`src/inc/rcg_consts.vh`:
```
`ifndef RCG_CONSTS_VH
`define RCG_CONSTS_VH

// ----------------------------------------------------------------
// timing
// ----------------------------------------------------------------
`define RCG_CLK_MHZ 25
`define RCG_MIN_PULSE_US 1000
`define RCG_TENTH_MS 100

// ----------------------------------------------------------------
// register offsets
// ----------------------------------------------------------------
`define RCG_OFF_CTRL 12'h000
`define RCG_OFF_QSTOP 12'h004
`define RCG_OFF_DEC 12'h008
`define RCG_OFF_FSEL_LO 12'h00c
`define RCG_OFF_FSEL_HI 12'h010
`define RCG_OFF_STATUS 12'h014

// ----------------------------------------------------------------
// control fields and reset values
// ----------------------------------------------------------------
`define RCG_CTRL_LATCH 0
`define RCG_CTRL_POLICY 1
`define RCG_CTRL_ACT_LO 2
`define RCG_CTRL_ACT_HI 3
`define RCG_CTRL_RST 4'h2
`define RCG_QSTOP_RST 13'h0032
`define RCG_DEC_RST 13'h0064
`define RCG_TIME_MAX 13'h1770
`define RCG_FSEL_RST 32'h0000_0000

// ----------------------------------------------------------------
// codes
// ----------------------------------------------------------------
`define RCG_FSEL_RUN_EN 6'h0d
`define RCG_STOP_COAST 2'h0
`define RCG_STOP_QSTOP 2'h1
`define RCG_STOP_QRES 2'h2

// ----------------------------------------------------------------
// status fields
// ----------------------------------------------------------------
`define RCG_ST_DRIVE 0
`define RCG_ST_DIR 1
`define RCG_ST_DECEL 2
`define RCG_ST_QUICK 3
`define RCG_ST_PERMIT 4
`define RCG_ST_LFWD 5
`define RCG_ST_LREV 6
`define RCG_ST_STATE_LO 8
`define RCG_ST_STATE_HI 12
`define RCG_ST_REM_LO 16
`define RCG_ST_REM_HI 28

`endif

```
`src/rtl/rcg_run_gate.v`:
```
// Contract
// - in latched mode a qualified forward or reverse press is held after release.
// - a press shorter than 1 ms is not taken as a run command in latched mode.
// - in latched mode forward and reverse together stop operation.
// - a terminal whose function select holds 13 is the run-permit input.
// - with run-enable policy 0 the permit terminal is ignored.
// - with run-enable policy 1 run is accepted only while the permit is active.
// - permit withdrawn under a quick-stop action decelerates on the quick time.
// - run command off with permit active decelerates on the normal time.
// - under coast action a dropped permit blocks the output at once.
// - after a plain quick stop only a new run command restarts the drive.
// - after quick stop with resume a present command and permit restart it.
// - quick-stop time runs 0.0 to 600.0 s in tenths, default 5.0 s.
// - the quick-stop time is used only by the two quick-stop actions.
`timescale 1ns/1ps
`include "rcg_consts.vh"

module rcg_run_gate #(
    parameter [31:0] MIN_PULSE_CYCLES = `RCG_MIN_PULSE_US * `RCG_CLK_MHZ,
    parameter [31:0] TENTH_CYCLES = `RCG_TENTH_MS * 1000 * `RCG_CLK_MHZ
)
(
    input wire pclk,
    input wire presetn,
    input wire psel,
    input wire penable,
    input wire pwrite,
    input wire [11:0] paddr,
    input wire [31:0] pwdata,
    output reg [31:0] prdata,
    output wire pready,
    output wire pslverr,
    input wire fwd_in,
    input wire rev_in,
    input wire stop_closed,
    input wire [7:0] term_in,
    output reg drive_en,
    output reg dir_rev,
    output reg decel_active,
    output reg quick_decel
);

    // ----------------------------------------------------------------
    // constants
    // ----------------------------------------------------------------
    localparam [15:0] MINP = MIN_PULSE_CYCLES[15:0];
    localparam [21:0] TENTHP = TENTH_CYCLES[21:0];
    localparam [4:0] S_IDLE = 5'h01;
    localparam [4:0] S_RUN = 5'h02;
    localparam [4:0] S_DEC = 5'h04;
    localparam [4:0] S_QDEC = 5'h08;
    localparam [4:0] S_HOLD = 5'h10;

    // ----------------------------------------------------------------
    // register file
    // ----------------------------------------------------------------
    reg [3:0] ctrl_q;
    reg [12:0] qstop_q;
    reg [12:0] dec_q;
    reg [31:0] fsel_lo_q;
    reg [31:0] fsel_hi_q;
    wire setup = psel & ~penable;
    wire access = psel & penable;
    wire wr = access & pwrite;
    wire hit_ctrl = (paddr == `RCG_OFF_CTRL);
    wire hit_qstop = (paddr == `RCG_OFF_QSTOP);
    wire hit_dec = (paddr == `RCG_OFF_DEC);
    wire hit_flo = (paddr == `RCG_OFF_FSEL_LO);
    wire hit_fhi = (paddr == `RCG_OFF_FSEL_HI);
    wire hit_st = (paddr == `RCG_OFF_STATUS);
    wire mapped = hit_ctrl | hit_qstop | hit_dec | hit_flo | hit_fhi | hit_st;
    wire [12:0] wtime;

    // single-cycle access: data is staged in setup, so pready never waits
    assign pready = access;
    assign pslverr = access & ~mapped;
    // out-of-range times clamp rather than error
    assign wtime = (pwdata[31:13] != 19'h0_0000 ||
                    pwdata[12:0] > `RCG_TIME_MAX) ?
                   `RCG_TIME_MAX : pwdata[12:0];

    always @(posedge pclk or negedge presetn)
    begin
        if (!presetn)
        begin
            ctrl_q <= `RCG_CTRL_RST;
            qstop_q <= `RCG_QSTOP_RST;
            dec_q <= `RCG_DEC_RST;
            fsel_lo_q <= `RCG_FSEL_RST;
            fsel_hi_q <= `RCG_FSEL_RST;
        end
        else if (wr)
        begin
            if (hit_ctrl)
                ctrl_q <= pwdata[3:0];
            if (hit_qstop)
                qstop_q <= wtime;
            if (hit_dec)
                dec_q <= wtime;
            if (hit_flo)
                fsel_lo_q <= pwdata;
            if (hit_fhi)
                fsel_hi_q <= pwdata;
        end
    end

    wire latch_mode = ctrl_q[`RCG_CTRL_LATCH];
    wire policy = ctrl_q[`RCG_CTRL_POLICY];
    wire [1:0] action = ctrl_q[`RCG_CTRL_ACT_HI:`RCG_CTRL_ACT_LO];
    wire act_quick = (action == `RCG_STOP_QSTOP) ||
                     (action == `RCG_STOP_QRES);

    // ----------------------------------------------------------------
    // run permit
    // ----------------------------------------------------------------
    wire [63:0] fsel_all = {fsel_hi_q, fsel_lo_q};
    wire [7:0] term_hit;
    genvar gi;
    generate
        for (gi = 0; gi < 8; gi = gi + 1)
        begin : g_term
            assign term_hit[gi] = term_in[gi] &
                (fsel_all[gi*8 +: 6] == `RCG_FSEL_RUN_EN);
        end
    endgenerate
    // policy 0 forces permit; policy 1 needs a configured, active terminal
    wire permit = ~policy | (|term_hit);

    // ----------------------------------------------------------------
    // pulse qualification
    // ----------------------------------------------------------------
    wire [1:0] raw_in = {rev_in, fwd_in};
    wire [1:0] qual;
    wire [1:0] press;
    generate
        for (gi = 0; gi < 2; gi = gi + 1)
        begin : g_qual
            reg [15:0] cnt_q;
            reg qual_q;
            reg qprev_q;
            always @(posedge pclk or negedge presetn)
            begin
                if (!presetn)
                begin
                    cnt_q <= 16'h0000;
                    qual_q <= 1'b0;
                    qprev_q <= 1'b0;
                end
                else
                begin
                    qprev_q <= qual_q;
                    if (!raw_in[gi])
                    begin
                        cnt_q <= 16'h0000;
                        qual_q <= 1'b0;
                    end
                    else
                    begin
                        if (cnt_q != MINP)
                            cnt_q <= cnt_q + 16'h0001;
                        qual_q <= (cnt_q == MINP);
                    end
                end
            end
            assign qual[gi] = qual_q;
            assign press[gi] = qual_q & ~qprev_q;
        end
    endgenerate

    // ----------------------------------------------------------------
    // command latch
    // ----------------------------------------------------------------
    reg lfwd_q;
    reg lrev_q;
    wire both_raw = fwd_in & rev_in;

    always @(posedge pclk or negedge presetn)
    begin
        if (!presetn)
        begin
            lfwd_q <= 1'b0;
            lrev_q <= 1'b0;
        end
        else if (!latch_mode || !stop_closed || both_raw)
        begin
            // open stop or both directions drop any held command
            lfwd_q <= 1'b0;
            lrev_q <= 1'b0;
        end
        else if (press[0])
        begin
            lfwd_q <= 1'b1;
            lrev_q <= 1'b0;
        end
        else if (press[1])
        begin
            lfwd_q <= 1'b0;
            lrev_q <= 1'b1;
        end
    end

    // two-wire mode follows the levels; both high is treated as no run
    wire cmd_fwd = latch_mode ? lfwd_q : (fwd_in & ~rev_in);
    wire cmd_rev = latch_mode ? lrev_q : (rev_in & ~fwd_in);
    wire run_cmd = cmd_fwd | cmd_rev;
    reg run_prev_q;
    wire new_cmd = (run_cmd & ~run_prev_q) |
                   (latch_mode & (|press) & ~both_raw);

    // ----------------------------------------------------------------
    // deceleration timer
    // ----------------------------------------------------------------
    reg [21:0] presc_q;
    reg [12:0] rem_q;
    wire tick = (presc_q == TENTHP - 22'h00_0001);
    wire timer_done = (rem_q == 13'h0000);

    // ----------------------------------------------------------------
    // drive sequencer
    // ----------------------------------------------------------------
    reg [4:0] state_q;
    reg [4:0] state_d;
    reg load_q;
    reg load_quick;
    reg load_norm;

    always @*
    begin
        state_d = state_q;
        load_quick = 1'b0;
        load_norm = 1'b0;
        case (state_q)
            S_IDLE:
            begin
                if (run_cmd && permit)
                    state_d = S_RUN;
            end
            S_RUN:
            begin
                if (!permit)
                begin
                    if (act_quick)
                    begin
                        state_d = S_QDEC;
                        load_quick = 1'b1;
                    end
                    else
                        state_d = S_IDLE;
                end
                else if (!run_cmd || (cmd_rev != dir_rev))
                begin
                    state_d = S_DEC;
                    load_norm = 1'b1;
                end
            end
            S_DEC:
            begin
                if (!permit && !act_quick)
                    state_d = S_IDLE;
                else if (!permit)
                begin
                    state_d = S_QDEC;
                    load_quick = 1'b1;
                end
                else if (run_cmd && (cmd_rev == dir_rev))
                    state_d = S_RUN;
                else if (timer_done)
                    state_d = S_IDLE;
            end
            S_QDEC:
            begin
                if (timer_done)
                begin
                    if (action == `RCG_STOP_QRES)
                        state_d = S_IDLE;
                    else
                        state_d = S_HOLD;
                end
            end
            S_HOLD:
            begin
                // permit returning alone is not enough to restart
                if (new_cmd && run_cmd && permit)
                    state_d = S_RUN;
            end
            default:
            begin
                state_d = S_IDLE;
            end
        endcase
    end

    always @(posedge pclk or negedge presetn)
    begin
        if (!presetn)
        begin
            state_q <= S_IDLE;
            run_prev_q <= 1'b0;
            load_q <= 1'b0;
            presc_q <= 22'h00_0000;
            rem_q <= 13'h0000;
            drive_en <= 1'b0;
            dir_rev <= 1'b0;
            decel_active <= 1'b0;
            quick_decel <= 1'b0;
        end
        else
        begin
            state_q <= state_d;
            run_prev_q <= run_cmd;
            load_q <= load_quick | load_norm;
            if (load_quick)
            begin
                rem_q <= qstop_q;
                presc_q <= 22'h00_0000;
            end
            else if (load_norm)
            begin
                rem_q <= dec_q;
                presc_q <= 22'h00_0000;
            end
            else if (tick)
            begin
                presc_q <= 22'h00_0000;
                if (!timer_done)
                    rem_q <= rem_q - 13'h0001;
            end
            else
                presc_q <= presc_q + 22'h00_0001;
            if (state_d == S_RUN && state_q != S_RUN)
                dir_rev <= cmd_rev;
            drive_en <= (state_d == S_RUN) || (state_d == S_DEC) ||
                        (state_d == S_QDEC);
            decel_active <= (state_d == S_DEC) || (state_d == S_QDEC);
            quick_decel <= (state_d == S_QDEC);
        end
    end

    // ----------------------------------------------------------------
    // read data, staged in the setup phase
    // ----------------------------------------------------------------
    reg [31:0] rd_mux;
    always @*
    begin
        rd_mux = 32'h0000_0000;
        if (hit_ctrl)
            rd_mux[3:0] = ctrl_q;
        else if (hit_qstop)
            rd_mux[12:0] = qstop_q;
        else if (hit_dec)
            rd_mux[12:0] = dec_q;
        else if (hit_flo)
            rd_mux = fsel_lo_q;
        else if (hit_fhi)
            rd_mux = fsel_hi_q;
        else if (hit_st)
        begin
            rd_mux[`RCG_ST_DRIVE] = drive_en;
            rd_mux[`RCG_ST_DIR] = dir_rev;
            rd_mux[`RCG_ST_DECEL] = decel_active;
            rd_mux[`RCG_ST_QUICK] = quick_decel;
            rd_mux[`RCG_ST_PERMIT] = permit;
            rd_mux[`RCG_ST_LFWD] = lfwd_q;
            rd_mux[`RCG_ST_LREV] = lrev_q;
            rd_mux[`RCG_ST_STATE_HI:`RCG_ST_STATE_LO] = state_q;
            rd_mux[`RCG_ST_REM_HI:`RCG_ST_REM_LO] = rem_q;
        end
    end

    always @(posedge pclk or negedge presetn)
    begin
        if (!presetn)
            prdata <= 32'h0000_0000;
        else if (setup && !pwrite)
            prdata <= rd_mux;
    end

endmodule // rcg_run_gate

```
`config.mk`:
```
export PLATFORM = sky130hd
export DESIGN_NAME = rcg_run_gate
export DESIGN_NICKNAME = d
export VERILOG_FILES = /design/src/rtl/rcg_run_gate.v
export VERILOG_INCLUDE_DIRS = /design/src /design/src/inc
export SDC_FILE = /design/constraint.sdc
export NUM_CORES = 1
export LEC_CHECK = 0
export ABC_AREA = 1
export BUFFER_PORTS_ARGS = -buffer_cell sky130_fd_sc_hd__buf_2
export CORE_ASPECT_RATIO = 1.5
export CORE_MARGIN = 2
export CORE_UTILIZATION = 40
export DETAILED_ROUTE_END_ITERATION = 16
export PLACE_DENSITY = 0.67
export SLEW_MARGIN = 30
export SYNTH_ARGS = -nofsm -noshare
export SYNTH_HDL_FRONTEND = slang
export SYNTH_SLANG_ARGS = --single-unit
```
`constraint.sdc`:
```
create_clock -name pclk -period 2.78 [get_ports pclk]
set_input_delay 0.278 -clock pclk [delete_from_list [all_inputs] [get_ports pclk]]
set_output_delay 0.278 -clock pclk [all_outputs]
set_load 0.01 [all_outputs]
```
==> impl_summary.md <==
Status
The run finished with clean final reports.

GRT
The number of antenna violations at the first check in global routing came to 0. The first-pass GRT wire length is 53.6 mm. The number of global-route vias before repair was about 10000. Across every metal layer, demand over resource in global routing totals between 20% and 30%. After global routing the overflow that remains totals 0. The maximum number of pins on one net before global-route repair is just under 80.

Timing
The worst path uses between 70 and 80% of the clock period. Across all setup checks in the final design, the least slack found is between 0.6 and 0.7 ns. The maximum frequency from static timing analysis is about 0.46 GHz. Setup repair after global routing left no endpoint under its margin. The setup violation total in the final timing report is 0. On the final layout, the worst clock skew is 0.00769 ns. The clock period minus worst slack is roughly 2.2 ns. The actual slew at the worst max-slew pin is about 0.67 ns.

Setup total negative slack on the finished layout was measured at 0 ns. The worst max-slew margin expressed relative to the limit is 55.2%. The number of endpoints with negative hold slack in the final report is 0. The final count of pins violating max slew was 0.

Pwr
The leakage dissipation is 0.00623 µW. Overall power consumption after layout is estimated at 8230 µW. Across the VDD grid, the largest voltage drop is 0.000444 V. Power spread over the standard cell area amounts to roughly 650 mW/mm².

Synthesis
In this run the biggest area consumer among cell types represents between 40% and 50% of the synthesized area. Counting flops with an async set or reset pin after synthesis yields a share of 100%. Synthesis inferred 209 register bits.

For this run, the number of Yosys warnings is 0. In this run the cell area of the synthesized design comes to about 0.011 mm². Yosys attributes the largest share of cell area to dfrtp_1 (46%), nand2_1 (11%), inv_1 (6.4%). In this run, distinct cell masters in the synthesized netlist total 53. Synthesis handed over a netlist of roughly 1400 instances.

Summed over all instances, the cell type with the most area after synthesis is dfrtp_1. The part of the Yosys area used for sequential elements is between 40% and 50%. The net count after synthesis is approximately 1500. The most frequently used cell type in the post-synthesis netlist is nand2_1. The number of enable-type register cells in the synthesized netlist is 0. In this run the mean area of a mapped cell was 7.89 µm². The main flop type after synthesis is dfrtp_1. In the synthesized netlist, the cells that appear most often are nand2_1 (336), dfrtp_1 (201), inv_1 (187).

Setup path
At the worst endpoint, the arrival time is about 2.6 ns. The largest incremental delay on the critical path is approximately 0.54 ns. Traced cell by cell, the critical path runs through inv_1, ha_1, nand3_2, nor3_1, o21ai_0, nor2_1, nand4_1.

The startpoint of the worst-slack reg-to-reg timing path is rem_q[1]. The worst register-to-register path has a depth of 7. The largest fanout of any net on the critical path is 5. For the worst setup path, the data required time is around 3.2 ns. The top cell family by delay on the critical path is simple AND/OR/NAND/NOR gates.

The endpoint kind of the worst setup timing path is a flop. Together, buffers and inverters on the worst path number 1. The type of the worst setup path is flop to flop.

Setup slack on the worst reg-to-reg path comes out at around 0.61 ns. The cell type of the slowest stage on the worst timing path is nor3_1. The worst setup path is launched from a flop. The worst reg2reg path endpoint is drive_en.

Clock tree
The clock-pin slew on the worst setup and hold paths is roughly 0.06 ns. The clock latency of the later-clocked register in the worst-skew pair is approximately 0.52 ns. CTS built an H-tree with a depth of 1. The tree is rooted in a clkbuf_16. The TritonCTS clock tree is built. In this run, post-CTS repair resized a total of 0 instances.

In this run the deepest clock path goes through 3 buffers. The number of sinks on the clock net is approximately 210. The number of buffers created by CTS is 22.

Detailed routing
After detailed routing, the average wire length per cell comes to between 15 and 20 µm. The via count normalized by instance count is 5.40. Once detail routing completed, the nets flagged for antenna violations numbered 0. After the first detailed-routing iteration, the DRC count stood at just under 800. The wire length reported by the detailed router is around 34 mm. The first detailed-routing pass took 7 iterations. The final route contains 10000 vias. The count of unresolved DRC violations after routing is 0.

Layout
Of the cells placed in the final design, the portion with a size suffix greater than 1 is ~15%. Measured on the finished design, the core utilization comes to around 47%. Fill cells in the final layout number between 2000 and 3000.

The total inserted antenna cells is 0. The design area is approximately 0.013 mm². The final net count is ~1600. Compared with the post-synthesis result, the final layout area differs by 15.5%.

Floorplanning
The die is ~210 µm tall. The area of the die is ~0.029 mm². The effective utilization at floorplan is between 40% and 50%. The die outline width is about 140 µm. The placement row count is 74. The number of primary I/O pins is 98. The region available for standard cell placement spans 0.0271 mm².

Place
The total half-perimeter wirelength after legalization and detailed placement is approximately 25 mm. The total of buffers placed on input and output ports is 97. The placed instances occupy a cell area of around 0.012 mm². At the end of routability-driven placement, the weighted congestion stood at about 0.96.

The setup slack at placement is about 0.57 ns.

Min path
The startpoint of the lowest-slack hold path is stop_closed. The path with the worst hold slack has its endpoint at lrev_q. The worst hold path passes through 3 cells. The worst min-delay path class is primary input to flop.

Flow run
The number of maximum-capacitance constraint violations is 0.
[registers in the layout, summed over array words and instances (netlist names), 2 cells and up]
name and flops:
g_qual.qual_q 2, prdata 32, g_qual.qprev_q 2, dec_q 13, g_qual.cnt_q 32, fsel_lo_q 32, ctrl_q 4, fsel_hi_q 32
rem_q 13, presc_q 22, state_q 5, qstop_q 13
[what timing repair did]
action,4_1_cts,5_1_grt
setup buffers,0,0
endpoints found under the hold margin,70,0
hold buffers,1,0
[how the worst max path moves through the flow]
stage	start	to	cells past startpoint
after floorplan	rem_q[0]	rem_q[1]	10
after global placement	fwd_in	presc_q[21]	9
after detailed placement	fwd_in	presc_q[21]	9
after CTS	presc_q[0]	rem_q[12]	10
after global routing	presc_q[0]	rem_q[12]	10
final	rem_q[1]	drive_en	7
[layout make-up]
class | count | area (µm²) | area share (%)
flip-flops and latches | 209 | 5240 | 41.2
inverters | 198 | 746 | 5.87
well taps | 342 | 428 | 3.37
multi-input cells | 944 | 4780 | 37.6
repair buffers | 126 | 739 | 5.82
clock buffers | 32 | 659 | 5.19
clock inverters | 8 | 121 | 0.955
[logic make-up (layout without fill, tap and decap cells)]
family | count (synthesis) | in the layout | share of synthesized area [%]
AO/OA/AOI/OAI | 249 | 249 | 12.8
AND/OR/NAND/NOR | 669 | 669 | 28.3
adder cells (fa/ha/maj) | 7 | 7 | 0.795
flip-flops | 209 | 209 | 47.6
XOR/XNOR | 19 | 19 | 1.51
buffers and inverters | 242 | 364 | 9.01
[layer usage]
| metal | GRT usage, % | share of wire, % |
|---|---|---|
| met5 | 0 | 0 |
| met3 | 3.02 | 5.6 |
| met4 | 10.3 | 4.7 |
| met1 | 26.7 | 38 |
| met2 | 42.6 | 52 |
[report_power, final]
group | internal [µW] | switching (µW) | total [µW]
clock | 1930 | 1250 | 3180
sequential | 3290 | 285 | 3570
combinational | 507 | 971 | 1480
total | 5720 | 2500 | 8230
[stage by stage]
step | hold slack, ns | instances
final | 0.0279 | 1859
after global routing | 0.0477 | 1859
after CTS | 0.0235 | 1859
after detailed placement | 0.343 | 1818
after global placement | 0.347 | 1818
after floorplan | -0.0176 | 1395
[worst reg2reg max path, delay by kind of cell, from the launching register on]
family | cells | cell delay (ns)
and+or+nand+nor | 4 | 1.04
DFF | 1 | 0.39
adders and majority gates | 1 | 0.24
AOI/OAI and AO/OA | 1 | 0.24
buffers and inverters | 1 | 0.13
[placed cells by master (no fill, tap or decap), drive strengths merged, types with 2 or more instances in the layout]
master,n
clkinv,5
xor2,18
nor2,103
dfrtp,201
o211ai,15
a32o,4
nand2,344
a31oi,2
clkbuf,33
nor3b,8
dfstp,8
a21oi,45
a221oi,12
o21ai,151
nand3,107
or2,4
buf,124
ha,7
nand3b,2
nand4,49
nor4,15
a22o,6
nor3,36
o22ai,6
bufinv,3
inv,197
o21a,3
No activity file was read; power rests on OpenSTA's default activity.
